--- config.mk ---
export PLATFORM = sky130hd
export DESIGN_NAME = rail_ctrl_bank
export DESIGN_NICKNAME = d
export VERILOG_FILES = /design/src/core/rail_ctrl_pkg.sv /design/src/core/pg_delay_timer.sv /design/src/core/rail_ctrl_bank.sv
export VERILOG_INCLUDE_DIRS = /design/src /design/src/core
export SDC_FILE = /design/constraint.sdc
export NUM_CORES = 1
export LEC_CHECK = 0
export BUFFER_PORTS_ARGS = -buffer_cell sky130_fd_sc_hd__buf_4
export CORE_MARGIN = 3
export CORE_UTILIZATION = 65
export DETAILED_ROUTE_END_ITERATION = 10
export HOLD_SLACK_MARGIN = 0.08
export PLACE_DENSITY = 0.85
export SETUP_SLACK_MARGIN = 0.05
export SLEW_MARGIN = 20
export SYNTH_ARGS = -nofsm -noshare
export SYNTH_HDL_FRONTEND = slang
export SYNTH_HIERARCHICAL = 1
export SYNTH_SLANG_ARGS = --single-unit
--- constraint.sdc ---
create_clock -name sys_clk -period 4.8 [get_ports sys_clk]
set_input_delay 0.96 -clock sys_clk [delete_from_list [all_inputs] [get_ports sys_clk]]
set_output_delay 0.96 -clock sys_clk [all_outputs]
set_load 0.1 [all_outputs]
--- src/core/rail_ctrl_regs.svh ---
// Register offsets, field positions and timing constants of the rail
// control and power-good delay bank.
// Assumes an 8-bit register port and a 100 MHz system clock.
`ifndef RAIL_CTRL_REGS_SVH
`define RAIL_CTRL_REGS_SVH

`define OFS_AUX_VOLT        8'h9B
`define OFS_CTRL            8'h9C
`define OFS_PG_DELAY        8'h9D

`define RST_AUX_VOLT        8'h00
`define RST_CTRL            8'h00
`define RST_PG_DELAY        8'h00

`define CTRL_WR_MASK        8'h3F
`define BIT_CTRL3_MODE      5
`define BIT_CTRL2_MODE      4
`define BIT_CTRL1_MODE      3
`define BIT_CTRL3_EN        2
`define BIT_CTRL2_EN        1
`define BIT_CTRL1_EN        0

`define CLK_MHZ             100
`define CYC_PER_MS          (`CLK_MHZ * 1000)
`define MS_PER_TICK         5

`endif

--- src/core/rail_ctrl_pkg.sv ---
// Types shared by the rail control register bank and its testbench.
// Assumes the constants header is included by each design file.
package rail_ctrl_pkg;

   // Decoded fields of the controller control register.
   typedef struct packed {
      logic three_mode;
      logic two_mode;
      logic one_mode;
      logic three_en;
      logic two_en;
      logic one_en;
   } ctrl_fields_t;

   // Sleep and normal voltage codes of the aux linear rail.
   typedef struct packed {
      logic [3:0] sleep_code;
      logic [3:0] normal_code;
   } aux_volt_t;

endpackage : rail_ctrl_pkg

--- src/core/pg_delay_timer.sv ---
// One power-good delay channel: waits a programmed number of 5 ms ticks
// after its rail group is in regulation, then asserts its output.
// Assumes a 5 ms tick pulse from a private per-channel prescaler in the parent.
`timescale 1ns/10ps
`include "rail_ctrl_regs.svh"

module pg_delay_timer
#(
   parameter int TICK_W = 5
)
(
   input  wire logic              sys_clk,
   input  wire logic              sys_rst,
   input  wire logic              tick,
   input  wire logic              rails_ok,
   input  wire logic [TICK_W-1:0] ticks_req,
   output logic                   pg_out
);

   logic [TICK_W-1:0] cnt_r;
   logic              pg_r;
   wire               done = (cnt_r >= ticks_req);

   // --------------------------------------------------------------
   // Delay counter
   // --------------------------------------------------------------
   // Counter clears whenever the group drops out of regulation.
   always_ff @(posedge sys_clk)
   begin
      if (sys_rst || !rails_ok)
         cnt_r <= '0;
      else if (tick && !done)
         cnt_r <= cnt_r + TICK_W'(1);
   end

   // Output asserts only once the full delay has elapsed.
   always_ff @(posedge sys_clk)
   begin
      if (sys_rst)
         pg_r <= 1'b0;
      else
         pg_r <= rails_ok && done;
   end

   assign pg_out = pg_r;

   a_drop_clears: assert property (@(posedge sys_clk) disable iff (sys_rst)
      !rails_ok |=> !pg_r && cnt_r == '0)
      else $error("power good held after rail dropout");

   a_pg_needs_done: assert property (@(posedge sys_clk) disable iff (sys_rst)
      pg_r |-> $past(rails_ok) && $past(done))
      else $error("power good asserted before delay elapsed");

endmodule : pg_delay_timer

--- src/core/rail_ctrl_bank.sv ---
// Rail control and power-good delay register bank: aux linear rail
// voltage codes, controller modes and software enables, and three
// power-good delay channels.
// Assumes a simple synchronous 8-bit register port from the serial
// management block, and rail status inputs synchronous to sys_clk.
`timescale 1ns/10ps
`include "rail_ctrl_regs.svh"

module rail_ctrl_bank
   import rail_ctrl_pkg::*;
#(
   parameter int TICK_CYC = `CYC_PER_MS * `MS_PER_TICK
)
(
   input  wire logic       sys_clk,
   input  wire logic       sys_rst,
   input  wire logic       reg_wr,
   input  wire logic       reg_rd,
   input  wire logic [7:0] reg_addr,
   input  wire logic [7:0] reg_wdata,
   output logic      [7:0] reg_rdata,
   output logic            reg_rvalid,
   input  wire logic       sleep_active,
   input  wire logic [2:0] ctrl_pin_en,
   input  wire logic [2:0] group_ok,
   input  wire logic [2:0] host_ctrl,
   input  wire logic [2:0] host_level,
   input  wire logic       out_two_vtt_use,
   output logic      [3:0] aux_rail_target_code,
   output ctrl_fields_t    ctrl_out,
   output logic            general_output_one,
   output logic            general_output_two,
   output logic            general_output_four
);

   // --------------------------------------------------------------
   // Register storage
   // --------------------------------------------------------------
   aux_volt_t    aux_volt_r;
   logic [7:0]   ctrl_r;
   logic [7:0]   pg_delay_r;

   wire wr_aux  = reg_wr && (reg_addr == `OFS_AUX_VOLT);
   wire wr_ctrl = reg_wr && (reg_addr == `OFS_CTRL);
   wire wr_pgd  = reg_wr && (reg_addr == `OFS_PG_DELAY);

   // Writes land in the addressed register; reserved control bits drop.
   always_ff @(posedge sys_clk)
   begin
      if (sys_rst)
      begin
         aux_volt_r <= `RST_AUX_VOLT;
         ctrl_r     <= `RST_CTRL;
         pg_delay_r <= `RST_PG_DELAY;
      end
      else
      begin
         if (wr_aux)
            aux_volt_r <= reg_wdata;
         if (wr_ctrl)
            ctrl_r <= reg_wdata & `CTRL_WR_MASK;
         if (wr_pgd)
            pg_delay_r <= reg_wdata;
      end
   end

   // --------------------------------------------------------------
   // Read path
   // --------------------------------------------------------------
   logic [7:0] rd_mux;
   // Unmapped addresses read as zero.
   always_comb
   begin
      case (reg_addr)
         `OFS_AUX_VOLT: rd_mux = aux_volt_r;
         `OFS_CTRL:     rd_mux = ctrl_r;
         `OFS_PG_DELAY: rd_mux = pg_delay_r;
         default:       rd_mux = 8'h00;
      endcase
   end

   // Read data is registered and valid the cycle after the strobe.
   always_ff @(posedge sys_clk)
   begin
      if (sys_rst)
      begin
         reg_rdata  <= 8'h00;
         reg_rvalid <= 1'b0;
      end
      else
      begin
         reg_rvalid <= reg_rd;
         if (reg_rd)
            reg_rdata <= rd_mux;
      end
   end

   // --------------------------------------------------------------
   // Rail targets and controller controls
   // --------------------------------------------------------------
   wire [3:0] aux_sel = sleep_active ? aux_volt_r.sleep_code
                                     : aux_volt_r.normal_code;

   ctrl_fields_t ctrl_nxt;
   assign ctrl_nxt.three_mode = ctrl_r[`BIT_CTRL3_MODE];
   assign ctrl_nxt.two_mode   = ctrl_r[`BIT_CTRL2_MODE];
   assign ctrl_nxt.one_mode   = ctrl_r[`BIT_CTRL1_MODE];
   assign ctrl_nxt.three_en   = ctrl_r[`BIT_CTRL3_EN] && ctrl_pin_en[2];
   assign ctrl_nxt.two_en     = ctrl_r[`BIT_CTRL2_EN] && ctrl_pin_en[1];
   assign ctrl_nxt.one_en     = ctrl_r[`BIT_CTRL1_EN] && ctrl_pin_en[0];

   // Rail controls are registered so outputs come from flip-flops.
   always_ff @(posedge sys_clk)
   begin
      if (sys_rst)
      begin
         aux_rail_target_code <= 4'h0;
         ctrl_out             <= '0;
      end
      else
      begin
         aux_rail_target_code <= aux_sel;
         ctrl_out             <= ctrl_nxt;
      end
   end

   // --------------------------------------------------------------
   // Shared 5 ms time base
   // --------------------------------------------------------------
   // The shared tick drives only the cover point below; each delay channel
   // restarts its own prescaler when its group drops, so no delay step
   // carries the up-to-one-tick phase of the start.
   logic [31:0] tb_cnt_r;
   logic        tick_r;
   always_ff @(posedge sys_clk)
   begin
      if (sys_rst || tb_cnt_r == 32'(TICK_CYC - 1))
         tb_cnt_r <= 32'h0000_0000;
      else
         tb_cnt_r <= tb_cnt_r + 32'h0000_0001;
   end
   always_ff @(posedge sys_clk)
   begin
      if (sys_rst)
         tick_r <= 1'b0;
      else
         tick_r <= (tb_cnt_r == 32'(TICK_CYC - 1));
   end

   // Per-channel cycle-exact counters give the exact nominal delay.
   // Code to tick count; undefined codes give the longest delay.
   function automatic logic [4:0] code_ticks(input logic [2:0] c);
      case (c)
         3'h0:    code_ticks = 5'h00;
         3'h1:    code_ticks = 5'h01;
         3'h2:    code_ticks = 5'h02;
         3'h3:    code_ticks = 5'h03;
         3'h4:    code_ticks = 5'h04;
         3'h5:    code_ticks = 5'h0A;
         3'h7:    code_ticks = 5'h14;
         default: code_ticks = 5'h14;
      endcase
   endfunction : code_ticks

   wire [4:0] ticks_two  = code_ticks(pg_delay_r[7:5]);
   wire [4:0] ticks_four = (pg_delay_r[4:2] == 3'h3) ? 5'h14
                         : code_ticks(pg_delay_r[4:2]);
   wire [4:0] ticks_one  = code_ticks({1'b0, pg_delay_r[1:0]});

   // Each channel keeps its own phase-aligned tick so the delay is
   // exact: a private prescaler restarts whenever its group drops.
   logic [2:0]  pg_raw;
   logic [4:0]  ticks_arr [3];
   assign ticks_arr[0] = ticks_one;
   assign ticks_arr[1] = ticks_two;
   assign ticks_arr[2] = ticks_four;

   genvar g;
   generate
      for (g = 0; g < 3; g++)
      begin : g_chan
         logic [31:0] pre_r;
         wire         ptick = (pre_r == 32'(TICK_CYC - 1));
         always_ff @(posedge sys_clk)
         begin
            if (sys_rst || !group_ok[g] || ptick)
               pre_r <= 32'h0000_0000;
            else
               pre_r <= pre_r + 32'h0000_0001;
         end
         pg_delay_timer #(.TICK_W(5)) u_tmr
         (
            .sys_clk   (sys_clk),
            .sys_rst   (sys_rst),
            .tick      (ptick),
            .rails_ok  (group_ok[g]),
            .ticks_req (ticks_arr[g]),
            .pg_out    (pg_raw[g])
         );
      end
   endgenerate

   // --------------------------------------------------------------
   // General outputs
   // --------------------------------------------------------------
   // Host-controlled outputs ignore the delay field entirely.
   wire two_host = host_ctrl[1] && !out_two_vtt_use;
   wire one_nxt  = host_ctrl[0] ? host_level[0] : pg_raw[0];
   wire two_nxt  = two_host ? host_level[1] : pg_raw[1];
   wire four_nxt = host_ctrl[2] ? host_level[2] : pg_raw[2];

   always_ff @(posedge sys_clk)
   begin
      if (sys_rst)
      begin
         general_output_one  <= 1'b0;
         general_output_two  <= 1'b0;
         general_output_four <= 1'b0;
      end
      else
      begin
         general_output_one  <= one_nxt;
         general_output_two  <= two_nxt;
         general_output_four <= four_nxt;
      end
   end

   // --------------------------------------------------------------
   // Checks
   // --------------------------------------------------------------
   a_ctrl_resv_zero: assert property (@(posedge sys_clk) disable iff (sys_rst)
      ctrl_r[7:6] == 2'b00)
      else $error("reserved control bits set");

   a_ctrl_one_off: assert property (@(posedge sys_clk) disable iff (sys_rst)
      !ctrl_r[`BIT_CTRL1_EN] |=> !ctrl_out.one_en)
      else $error("controller one on while disabled");

   a_ctrl_two_off: assert property (@(posedge sys_clk) disable iff (sys_rst)
      !ctrl_r[`BIT_CTRL2_EN] |=> !ctrl_out.two_en)
      else $error("controller two on while disabled");

   a_ctrl_three_off: assert property (@(posedge sys_clk) disable iff (sys_rst)
      !ctrl_r[`BIT_CTRL3_EN] |=> !ctrl_out.three_en)
      else $error("controller three on while disabled");

   a_aux_sleep_sel: assert property (@(posedge sys_clk) disable iff (sys_rst)
      sleep_active |=> aux_rail_target_code == $past(aux_volt_r.sleep_code))
      else $error("sleep code not applied");

   a_aux_norm_sel: assert property (@(posedge sys_clk) disable iff (sys_rst)
      !sleep_active |=> aux_rail_target_code == $past(aux_volt_r.normal_code))
      else $error("normal code not applied");

   a_mode_follow: assert property (@(posedge sys_clk) disable iff (sys_rst)
      ##1 ctrl_out.one_mode == $past(ctrl_r[`BIT_CTRL1_MODE]) &&
      ctrl_out.two_mode == $past(ctrl_r[`BIT_CTRL2_MODE]) &&
      ctrl_out.three_mode == $past(ctrl_r[`BIT_CTRL3_MODE]))
      else $error("controller mode mismatch");

   a_one_host_ovr: assert property (@(posedge sys_clk) disable iff (sys_rst)
      host_ctrl[0] |=> general_output_one == $past(host_level[0]))
      else $error("output one ignores host control");

   a_zero_delay: assert property (@(posedge sys_clk) disable iff (sys_rst)
      (!host_ctrl[0] && pg_delay_r[1:0] == 2'b00 && group_ok[0]) [*3]
      |=> general_output_one)
      else $error("zero delay output one not asserted");

   c_pg_one_up: cover property (@(posedge sys_clk) $rose(general_output_one));
   c_pg_two_up: cover property (@(posedge sys_clk) $rose(general_output_two));
   c_ctrl_write: cover property (@(posedge sys_clk) wr_ctrl);
   c_sleep_swap: cover property (@(posedge sys_clk) $rose(sleep_active));
   c_time_tick:  cover property (@(posedge sys_clk) tick_r);

endmodule : rail_ctrl_bank

# Word level (Yosys, flattened, before mapping)

Index checks and enable logic that the tools add are counted.

Reductions and logical operators: 29
Mux-type cells: 9
Shifts and indexed selects: 0
Div/mod/pow operators: 0
Order comparisons: 3
Bitwise logic cells: 0
Equal/unequal tests: 19
Add/sub/neg operators: 6
Multipliers: 0

Operator list:

| cell                  | count |
|---|---|
| $add 32x1->32 const B | 3 |
| $eq 32x19->1 const B  | 3 |
| $pmux 5 s6            | 1 |
| $pmux 5 s5            | 1 |
| $eq 8x8->1 const B    | 3 |
| $pmux 8 s3            | 1 |
| $pmux 5 s4            | 1 |
| $add 5x1->5 const B   | 3 |
| $ge 5x5->1            | 3 |
| $logic_and 1x1->1     | 13 |
| $eq 3x2->1 const B    | 4 |
| $eq 3x3->1 const B    | 4 |
| $logic_not 1->1       | 7 |
| $eq 3x1->1 const B    | 2 |
| $logic_not 3->1       | 2 |
| $logic_or 1x1->1      | 6 |
| $mux 5                | 1 |
| $eq 2x2->1 const B    | 2 |
| $mux 4                | 1 |
| $mux 1                | 3 |
| $eq 2x1->1 const B    | 1 |
| $logic_not 2->1       | 1 |

Input bits: 34
Memories: 0
Bits in latches: 0
Bits in writable memories: 0
Output and inout port bits: 22
Flip-flop bits (word level): 158
Logic and storage cells: 91
ROM bits: 0

# Logic depth before layout (Yosys ltp)

Gate-level depths: netlist of run 1.

Depth in word-level cells: 6
Depth in mapped cells: 10
Depth with buffers taken out: 10

# Modules after synthesis

The synthesis of run 1 kept the hierarchy.

Modules (own cells, without submodules):

| module         | area each (um^2) | cells an instance | sequential area each (um^2) | times used |
|---|---|---|---|---|
| rail_ctrl_bank | 6,387.4          | 733               | 2,802.7                     | 1 |
| pg_delay_timer | 421.7            | 48                | 120.1                       | 3 |

# Worst setup path before layout of run 1

No wires, ideal clock.

Kind: flip-flop to flip-flop
Start point: register g_chan[2].pre_r[0]
End point: register g_chan[2].u_tmr.cnt_r[4]
Path buffers: 0
Required time: 4.684 ns
Stages on the path, launching flop included: 10
Clock period less this slack: 2.249 ns
Arrival time: 2.133 ns
Setup time: 0.116 ns
Slack: 2.551 ns
Path through: dfxtp_1 ha_1 and4_1 nand2_1 nor3_1 nor4b_2 a21oi_2 a21boi_4 a31oi_1 a41o_1

Word-level cells in the longest chain between the ends: 2

RTL lines:

| item                   | line                  | source |
|---|---|---|
| start, declared        | rail_ctrl_bank.sv:182 | `logic [31:0] pre_r;` |
| start signal, assigned | rail_ctrl_bank.sv:189 | `pre_r <= pre_r + 32'h0000_0001;` |
| $eq 32x19->1           | rail_ctrl_bank.sv:183 | `wire ptick = (pre_r == 32'(TICK_CYC - 1));` |
| net g_chan[2].ptick    | rail_ctrl_bank.sv:183 |  |
| $logic_and 1x1->1      | pg_delay_timer.sv:32  | `else if (tick && !done)` |
| end signal, assigned   | pg_delay_timer.sv:33  | `cnt_r <= cnt_r + TICK_W'(1);` |
| end, declared          | pg_delay_timer.sv:20  | `logic [TICK_W-1:0] cnt_r;` |

The timed path passes the listed nets, and every way through them passes these cells.
A chain may end at the register's enable or synchronous reset.

# Worst setup path after layout of run 1

Start point: input reg_addr[5]
End point: register pg_delay_r[4]

Word-level cells in the longest chain between the ends: 2

RTL lines:

| item                 | line                 | source |
|---|---|---|
| start, declared      | rail_ctrl_bank.sv:19 | `input wire logic [7:0] reg_addr,` |
| $eq 8x8->1           | --                   |  |
| $logic_and 1x1->1    | rail_ctrl_bank.sv:45 | `` wire wr_pgd = reg_wr && (reg_addr == `OFS_PG_DELAY); `` |
| end signal, assigned | rail_ctrl_bank.sv:54 | `` pg_delay_r <= `RST_PG_DELAY; `` |
| end signal, assigned | rail_ctrl_bank.sv:63 | `pg_delay_r <= reg_wdata;` |
| end, declared        | rail_ctrl_bank.sv:41 | `logic [7:0] pg_delay_r;` |

No other way between the ends.

==> results of run 1 <==
==> synth_stat cells, drive strengths merged (3+ instances only) <==
library cell  count
a21boi            4
a21o              3
a21oi            68
a22o             10
a22oi             6
a31oi             4
a41o              3
and2              4
and3              5
and3b             3
and4             14
buf               4
clkbuf           29
dfxtp           158
ha               21
inv              40
mux2i            32
nand2            55
nand2b            8
nand3            34
nand4            37
nand4b            3
nor2             95
nor2b            14
nor3             17
nor4             17
nor4b             7
o2111ai           3
o21ai            26
o22ai             6
o31ai            32
or3              23
or4              36
xnor2            30
xor2              9
==> layer usage <==
metal	vias to the layer above	global-route usage, %
met5	-	0
met4	0	10.4
met3	37	5.71
met2	194	46.9
met1	3277	32.2
li1	3341	-
==> cell families after synthesis <==
family / after synthesis
adder cells (fa/ha/maj): 21
multiplexers: 32
other: 1
AO/OA/AOI/OAI: 175
AND/OR/NAND/NOR: 378
flip-flops: 158
XOR/XNOR: 39
buffers and inverters: 73
==> power by group through the flow <==
| stage | registers (mW) | logic, mW | clock network, mW |
|---|---|---|---|
| global route | 1.32 | 0.101 | 1.49 |
| CTS | 1.32 | 0.0913 | 1.43 |
| floorplan | 1.36 | 0.0393 | 0 |
| finish | 1.32 | 0.0951 | 1.42 |
| global placement | 1.35 | 0.0875 | 0 |
| detailed placement | 1.35 | 0.0903 | 0 |
==> how the worst max path moves through the flow <==
stage | start | to | slack (ns) | depth (start not counted)
finish | reg_addr[5] | pg_delay_r[4] | 1.86 | 5
global route | reg_addr[5] | pg_delay_r[4] | 1.84 | 5
CTS | reg_addr[5] | pg_delay_r[4] | 1.98 | 5
detailed placement | reg_addr[5] | pg_delay_r[4] | 1.55 | 5
global placement | reg_addr[5] | pg_delay_r[1] | 1.74 | 5
floorplan | g_chan[2].pre_r[0] | g_chan[2].u_tmr/cnt_r[4] | 2.55 | 9
==> stage by stage <==
step | std cells | instance area (um2) | total power [mW] | util (%) | setup slack [ns]
after floorplan | 879 | 7660 | 1.40 | - | 2.55
after global placement | 1042 | 8150 | 1.44 | 72.9 | 1.74
after detailed placement | 1042 | 8150 | 1.44 | 72.9 | 1.55
after CTS | 1074 | 8780 | 2.85 | 78.6 | 1.98
after global routing | 1076 | 8810 | 2.91 | 78.9 | 1.84
final | 1076 | 8810 | 2.84 | 78.9 | 1.86
==> flip-flops by register name, indices dropped and copies added, names as in the netlist <==
register and cells:
aux_rail_target_code 4, aux_volt_r 8, ctrl_out 6, ctrl_r 6, g_chan.pre_r 96, g_chan.u_tmr/cnt_r 15
g_chan.u_tmr/pg_out 3, general_output_four 1, general_output_one 1, general_output_two 1, pg_delay_r 8, reg_rdata 8
reg_rvalid 1
==> critical path, cell delays in order <==
cell and delay (ns):
buf_4 0.11, nor4bb_1 0.99, nand4_1 0.73, mux2i_1 0.37, nor2_1 0.07
==> layout make-up <==
type / instances / share of cell area, %
well taps: 140 / 1.99
inverters: 40 / 1.70
clock buffers: 21 / 5.45
flip-flops and latches: 158 / 35.9
repair buffers: 58 / 5.11
multi-input cells: 648 / 48.1
clock inverters: 11 / 1.76
==> results.toml, run 1 <==
[placed_design]
io_buffers = 55
gp_congestion = 0.871
place_hpwl_mm = 11.4

[clock_tree]
clock_latency_ns = 0.42
postCtsHoldBufs = 0
cts_resized = 0
cts.clk_slew.worst_paths_ns = 0.06
htreeDepth = 4
root_buffer = "clkbuf_16"
cts_buffers = 17
clock-sinks = 158
clockBufferDepth = 2
cts_tree = "yes"
post_cts_buffers = 0

[die]
core-area_mm2 = 0.0112
start_util_pct = 68.5
io_pins = 56
placementRows = 38
die_h_um = 115
dieWidth_um = 115
dieArea_mm2 = 0.0131

[drt]
ant_nets = 0
wl_per_cell_um = 16.1
finalWirelength_mm = 17.3
drc = 0
maxUsedRoutingLayer = "met4"
viasPerCell = 6.37
first_iter_violations = 451
first_pass_iters = 5
wl_met2_mm = 8.64
met3_length_um = 857
routed-via-count = 6849
met1_length_mm = 7.47

[finish]
final_common_cell = "dfxtp_1"
multi_input_area_mm2 = 0.00424
area_growth_pct = 15.2
drive_above_1_share_pct = 12.2
layout.nets = 978
final_cell_mix = "dfxtp_1 (158), nor2_1 (95), a21oi_1 (65)"
diodes = 0
fillerInstances = 725
regArea_mm2 = 0.00316

[yosys]
synth_edf_count = 0
synth_xor_area_share_pct = 4.46
synth_top_area_share_pct = 41.3
synth_top_family_by_area = "simple AND/OR/NAND/NOR gates"
synth_compound_area_share_pct = 15.3
syn_area_mm2 = 0.00765
yosys_most_used_dff = "dfxtp_1"
seq_area_frac_synth_pct = 41.3
synth_fa_ha_area_share_pct = 3.43
yosysTopAreaCell = "dfxtp_1"
muxShareOfSynthArea_pct = 4.19
ys_seq_elements = 158
synth_area_leaders = "dfxtp_1 (41%), nor2_1 (4.7%), a21oi_1 (4.3%), mux2i_1 (4.2%), ha_1 (3.4%)"
avgSynthCellArea_um2 = 8.73
async_flop_share_pct = 0
syn_inst = 877
ys_warn_count = 6
yosysUniqueCellTypes = 56
synthSimpleGateAreaFrac_pct = 27.5

[critical_path]
r2r_cells = 8
reg2reg_slack_ns = 2.02
r2r_end = "g_chan[1].u_tmr/cnt_r[4]"
critical_path_class = "in2reg"
worstSetupStartpointType = "primary input"
cp_max_fo = 8
arrival_ns = 3.24
rr_startpoint = "g_chan[1].pre_r[21]"
required_ns = 5.10
worstSetupEndpointType = "flip-flop"

[job]
drv_cap = 0

[global_routing]
antenna_found_initial = 0
grt.total_usage_pct = 26.9
grt_pass1_wl_mm = 29.0
grt_max_degree = 47
grt-ovfl-total = 0
grt_pass1_vias = 6382

[min_path]
hold_end = "g_chan[1].pre_r[0]"
hold_class = "reg2reg"
hp-start = "g_chan[1].pre_r[0]"
min_path_cells = 1

[timing]
fmax_mhz = 340
hold-worst-slack_ns = 0.466
drv_slew = 0
worstMarginPinSlew_ns = 1.20
finalSetupTns_ns = 0
maxSlewHeadroom_pct = 19.2
fin_crit_ns = 2.94
hold_viol = 0
finalCritPeriodShare_pct = 61.3
clock_skew_ns = 0.00701
setup_viol = 0
rsz0062_at_grt = "false"

[power]
ir_drop_v = 0.000322
swShare_pct = 21.4
internal_power_mw = 2.23
comb_power_share_pct = 3.4
p_per_area_mw_per_mm2 = 322
leakagePower_nw = 3.10
clock_power_share_pct = 50.1
switching_power_uw = 606
p_seq_share_pct = 46.6

[status]
status = "complete, no violations"
Power figures use the tool's default switching activity.
==> run 2: changes to the inputs <==
Settings changed: CORE_UTILIZATION 65 to 55, PLACE_DENSITY 0.85 to 0.77.
Clock period 4.8 ns to 2.5 ns, I/O delays scaled along.
==> run 2 against run 1 <==
Effect of this change: count of clock-buffer cells in the layout rose by 4; sequential share of layout area fell by 0.62 points; cell area rose by 1.8%; core utilization fell by 12 points; clock power rose by 76%.
==> results.toml, run 2 (synthesized netlist as in run 1, its figures left out) <==
[status]
status = "complete, no violations"

[global_routing]
grt-ovfl-total = 0
grt.total_usage_pct = 22.2
antenna_found_initial = 0
grt_max_degree = 25
grt_pass1_vias = 6199
grt_pass1_wl_mm = 27.8

[finish]
final_common_cell = "dfxtp_1"
drive_above_1_share_pct = 13.7
largest_reg_flops = 96
final_cell_area_mm2 = 0.00897
finish.utilization_pct = 66.9
area_growth_pct = 17.2
largestRegisters = "g_chan.pre_r (96), g_chan.u_tmr/cnt_r (15)"
final_cell_mix = "dfxtp_1 (158), nor2_1 (95), buf_4 (77)"
layout.nets = 999
diodes = 0
top_register = "g_chan.pre_r"

[drt]
routed-via-count = 6689
finalWirelength_mm = 16.2
ant_nets = 0
viasPerCell = 5.91
wl_per_cell_um = 14.3
drc = 0
first_iter_violations = 410
first_pass_iters = 5

[timing]
setup_viol = 0
fin_crit_ns = 2.33
hold-worst-slack_ns = 0.290
fmax_mhz = 430
hold_viol = 0
rsz0062_at_grt = "false"
worstMarginPinSlew_ns = 0.535
clock_skew_ns = 0.0161
finalCritPeriodShare_pct = 93.1
finalSetupTns_ns = 0
maxSlewHeadroom_pct = 64.2
drv_slew = 0

[die]
io_pins = 56
die_h_um = 124
dieArea_mm2 = 0.0154
start_util_pct = 57.1
dieWidth_um = 124
core-area_mm2 = 0.0134
placementRows = 42

[clock_tree]
clockBufferDepth = 2
cts_tree = "yes"
post_cts_buffers = 0
cts.clk_slew.worst_paths_ns = 0.06
cts_buffers = 17
clock_latency_ns = 0.43
htreeDepth = 4
root_buffer = "clkbuf_16"
clock-sinks = 158

[critical_path]
cp_slowest_stage_delay_ns = 0.86
cp_cell_sequence = "nand4_1 > or4_1 > or4_1 > a21oi_1"
r2r_end = "g_chan[0].pre_r[21]"
worstSetupEndpointType = "flip-flop"
critical_path_class = "reg2reg"
cp_top_family = "simple AND/OR/NAND/NOR gates"
worst_path_most_repeated_cell = "or4_1"
path_depth = 4
cp-startpoint = "g_chan[0].pre_r[8]"
rr_startpoint = "g_chan[0].pre_r[8]"
cp_max_fo = 17
r2r_cells = 4
path_buf_inv = 0
worstSetupStartpointType = "flip-flop"
required_ns = 2.86
slowest_stage = "or4_1"
arrival_ns = 2.68
reg2reg_slack_ns = 0.17
critPathCapture = "g_chan[0].pre_r[21]"

[power]
p_per_area_mw_per_mm2 = 582
ir_drop_v = 0.000513
power_mw = 5.22
leakagePower_nw = 3.19

[placed_design]
gp_congestion = 0.862
io_buffers = 55
dpl-instance-area_mm2 = 0.00839
place_hpwl_mm = 11.4

[min_path]
hold_class = "in2reg"

[job]
drv_cap = 0
-- run 2: cell types whose count changed in the layout (fill, tap and decap cells not counted) --
cell        previous run  this run
buf_12                 0         2
buf_4                 56        77
buf_8                  2         0
bufinv_16              3         2
clkbuf_1               0         5
clkbuf_8               4         3
clkinv_2               0         3
clkinv_4               2         1
clkinvlp_4             4         0
inv_6                  2         0
nor3_1                17        16
nor3_2                 0         1
or4_1                 35        34
or4_4                  1         2
-- run 2: worst reg2reg max path, stage by stage (launching register included) --
cell     delay [ns]
dfxtp_1        0.42
nand4_1        0.27
or4_1          0.86
or4_1          0.56
a21oi_1        0.15
-- run 2: worst min path at each step --
| stage | slack, ns | from | cells past startpoint | end |
|---|---|---|---|---|
| finish | 0.29 | ctrl_pin_en[2] | 3 | ctrl_out[2] |
| global route | 0.30 | ctrl_pin_en[0] | 3 | ctrl_out[0] |
| CTS | 0.28 | ctrl_pin_en[2] | 3 | ctrl_out[2] |
| detailed placement | 0.44 | ctrl_r[0] | 2 | ctrl_out[0] |
| global placement | 0.44 | ctrl_r[0] | 2 | ctrl_out[0] |
| floorplan | 0.42 | ctrl_r[0] | 2 | ctrl_out[0] |
-- run 2: repair_timing --
| item | in CTS | in global routing |
|---|---|---|
| hold buffers | 0 | 0 |
| resized for setup | 0 | 2 |
| endpoints found under the hold margin | 0 | 0 |
| setup endpoints to repair | 0 | 2 |
-- run 2: layer usage --
layer	up-vias	GRT usage, %	wire length (um)
li1	3378	-	-
met1	3151	29.0	7490
met2	139	36.0	7730
met3	21	4.36	701
met4	0	9.58	253
met5	-	0	0
-- run 2: area by class of cell --
| cell class | instances | area [um2] |
|---|---|---|
| Inverter | 40 | 150 |
| Clock buffer | 25 | 485 |
| Clock inverter | 6 | 83.8 |
| Sequential cell | 158 | 3160 |
| Multi-Input combinational cell | 648 | 4250 |
| Fill cell | 1115 | 4430 |
| Tap cell | 176 | 220 |
| Timing Repair Buffer | 79 | 618 |
-- run 2: through the flow --
step,cells,setup WS (ns)
finish,1132,0.173
global route,1132,0.0421
CTS,1132,0.167
detailed placement,1101,0.176
global placement,1101,0.241
floorplan,879,0.251
-- run 2: where the power goes --
group	leakage [nW]	switching, mW	internal (mW)
combinational	1.63	0.113	0.0756
sequential	1.27	0.00653	2.53
clock	0.281	0.959	1.54
total	3.19	1.08	4.14
==> run 3: changes to the inputs <==
Settings changed: CORE_UTILIZATION 55 to 54, PLACE_DENSITY 0.77 to 0.76, SYNTH_HIERARCHICAL 1 to unset.
==> run 3 against run 2 <==
Effect of this change: clock power down 2%; cell count down 6.2%; sequential power about the same; sequential cell count unchanged; via count down 9.6%; synthesized cell count down 7.1%; total power down 0.88%; critical endpoint is now g_chan[1].u_tmr.cnt_r[2]; largest cell class unchanged.
==> results.toml, run 3 <==
[status]
status = "complete, no violations"

[die]
dieWidth_um = 121
dieArea_mm2 = 0.0145
placementRows = 41
start_util_pct = 55.8
die_h_um = 121
io_pins = 56
core-area_mm2 = 0.0127

[yosys]
synth_edf_count = 0
async_flop_share_pct = 0
synth_top_area_share_pct = 44.6
yosysTopAreaCell = "dfxtp_1"
synth_area_leaders = "dfxtp_1 (45%), nor2_1 (7.2%), xor2_1 (6.0%), xnor2_1 (4.8%), nand3_1 (4.1%)"
avgSynthCellArea_um2 = 8.70
seq_area_frac_synth_pct = 44.6
syn_area_mm2 = 0.00709
synth_nets = 867
ys_seq_elements = 158
synth.most_common_cell = "dfxtp_1"
ys_warn_count = 0
yosys_most_used_dff = "dfxtp_1"
yosysUniqueCellTypes = 50
synthTopCellsByCount = "dfxtp_1 (158), nor2_1 (137), nand3_1 (58)"
syn_inst = 815

[finish]
final_common_cell = "dfxtp_1"
diodes = 0
final_cell_mix = "dfxtp_1 (156), nor2_1 (137), buf_4 (71)"
largestRegisters = "g_chan.pre_r (96), g_chan.u_tmr.cnt_r (15)"
drive_above_1_share_pct = 13.7
largest_reg_flops = 96
top_register = "g_chan.pre_r"
layout.nets = 929
area_growth_pct = 17.2

[clock_tree]
clockBufferDepth = 2
clock-sinks = 158
htreeDepth = 4
cts_tree = "yes"
root_buffer = "clkbuf_16"
cts_buffers = 17
cts.clk_slew.worst_paths_ns = 0.06
clock_latency_ns = 0.42

[drt]
wl_per_cell_um = 14.2
routed-via-count = 6047
first_iter_violations = 429
viasPerCell = 5.69
ant_nets = 0
drc = 0
finalWirelength_mm = 15.0
first_pass_iters = 5

[global_routing]
grt_pass1_vias = 5626
antenna_found_initial = 0
grt-ovfl-total = 0
grt.total_usage_pct = 21.1
grt_max_degree = 33
grt_pass1_wl_mm = 25.3

[timing]
clock_skew_ns = 0.00915
hold_viol = 0
worstMarginPinSlew_ns = 0.697
maxSlewHeadroom_pct = 53.1
fmax_mhz = 436
rsz0062_at_grt = "false"
fin_crit_ns = 2.29
finalCritPeriodShare_pct = 91.8
finalSetupTns_ns = 0
fin_ws_ns = 0.205
setup_viol = 0
drv_slew = 0
hold-worst-slack_ns = 0.295

[placed_design]
io_buffers = 55
post-place-ws_ns = 0.0922
gp_congestion = 0.828
place_hpwl_mm = 10.4

[critical_path]
r2r_end = "g_chan[1].u_tmr.cnt_r[2]"
arrival_ns = 2.66
rr_startpoint = "pg_delay_r[5]"
worstSetupEndpointType = "flip-flop"
cp_max_fo = 7
r2r_cells = 9
required_ns = 2.86
reg2reg_slack_ns = 0.21
worstSetupStartpointType = "flip-flop"
critical_path_class = "reg2reg"

[min_path]
min_path_cells = 2
hp-start = "sys_rst"
hold_class = "in2reg"
hold_end = "general_output_four"

[power]
clock_power_share_pct = 47.5
leakagePower_nw = 2.99
internal_power_mw = 4.00
p_per_area_mw_per_mm2 = 623
comb_power_share_pct = 3.4
p_seq_share_pct = 49.0
swShare_pct = 22.7
ir_drop_v = 0.000560
switching_power_mw = 1.17
power_mw = 5.18

[job]
drv_cap = 0
==> run 3: metrics by stage <==
stage,cells,area (um2),util (%)
after floorplan,815,7090,-
after global placement,1029,7720,60.7
after detailed placement,1029,7720,60.7
after CTS,1061,8300,65.2
after global routing,1062,8310,65.3
final,1062,8310,65.3
==> run 3: area by class of cell <==
cell class | instances | area [um2]
fill | 1056 | 4410
tap | 172 | 215
inverter | 26 | 97.6
timing repair buffer | 71 | 533
sequential | 158 | 3170
clock inverter | 14 | 136
clock buffer | 18 | 439
multi-input combinational | 603 | 3720
==> run 3: worst max-delay path by stage <==
stage | from | end | slack, ns | cells past startpoint
2_1_floorplan | pg_delay_r[5] | g_chan[1].u_tmr.cnt_r[3] | 0.27 | 9
3_3_place_gp | pg_delay_r[5] | g_chan[1].u_tmr.cnt_r[3] | 0.20 | 9
3_5_place_dp | pg_delay_r[5] | g_chan[1].u_tmr.cnt_r[3] | 0.09 | 9
4_1_cts | pg_delay_r[5] | g_chan[1].u_tmr.cnt_r[3] | 0.08 | 9
5_1_grt | pg_delay_r[5] | g_chan[1].u_tmr.cnt_r[3] | 0.06 | 9
6_report | pg_delay_r[5] | g_chan[1].u_tmr.cnt_r[2] | 0.21 | 9
==> run 3: repair_timing <==
action / 4_1_cts / 5_1_grt
setup buffers: 0 / 1
resized for setup: 0 / 4
hold buffers: 0 / 0
endpoints found under the setup margin: 0 / 3
==> run 3: logic make-up after synthesis <==
family,after synthesis,share of synthesized area [%]
buffers and inverters,54,3.09
DFF,158,44.6
xor gates and xnor gates,88,10.9
and+or+nand+nor,397,28.7
muxes,16,2.28
AOI/OAI and AO/OA,84,7.32
adders and majority gates,18,3.17
==> run 3: power groups by stage <==
| stage | sequential [mW] | combinational [mW] | clock [mW] |
|---|---|---|---|
| 5_1_grt | 2.54 | 0.192 | 2.62 |
| 3_3_place_gp | 2.59 | 0.175 | 0 |
| 6_report | 2.54 | 0.179 | 2.46 |
| 3_5_place_dp | 2.59 | 0.178 | 0 |
| 2_1_floorplan | 2.63 | 0.0647 | 0 |
| 4_1_cts | 2.54 | 0.179 | 2.52 |
==> run 3: critical path, stage by stage, from the launching register on <==
cell and delay [ns]:
dfxtp_2 0.34, inv_1 0.06, or3_1 0.40, a21boi_0 0.15, ha_1 0.29, nand2_1 0.07
o21ai_1 0.07, a31o_2 0.25, or4_1 0.44, a21oi_2 0.16
==> run 3: layer usage <==
| metal | track usage, % | part of all wire (%) | up-vias |
|---|---|---|---|
| met5 | 0 | 0 | - |
| met4 | 8.00 | 1.1 | 0 |
| met3 | 5.33 | 5.0 | 17 |
| met2 | 35.3 | 50 | 163 |
| met1 | 26.1 | 44 | 2876 |
| li1 | - | - | 2991 |
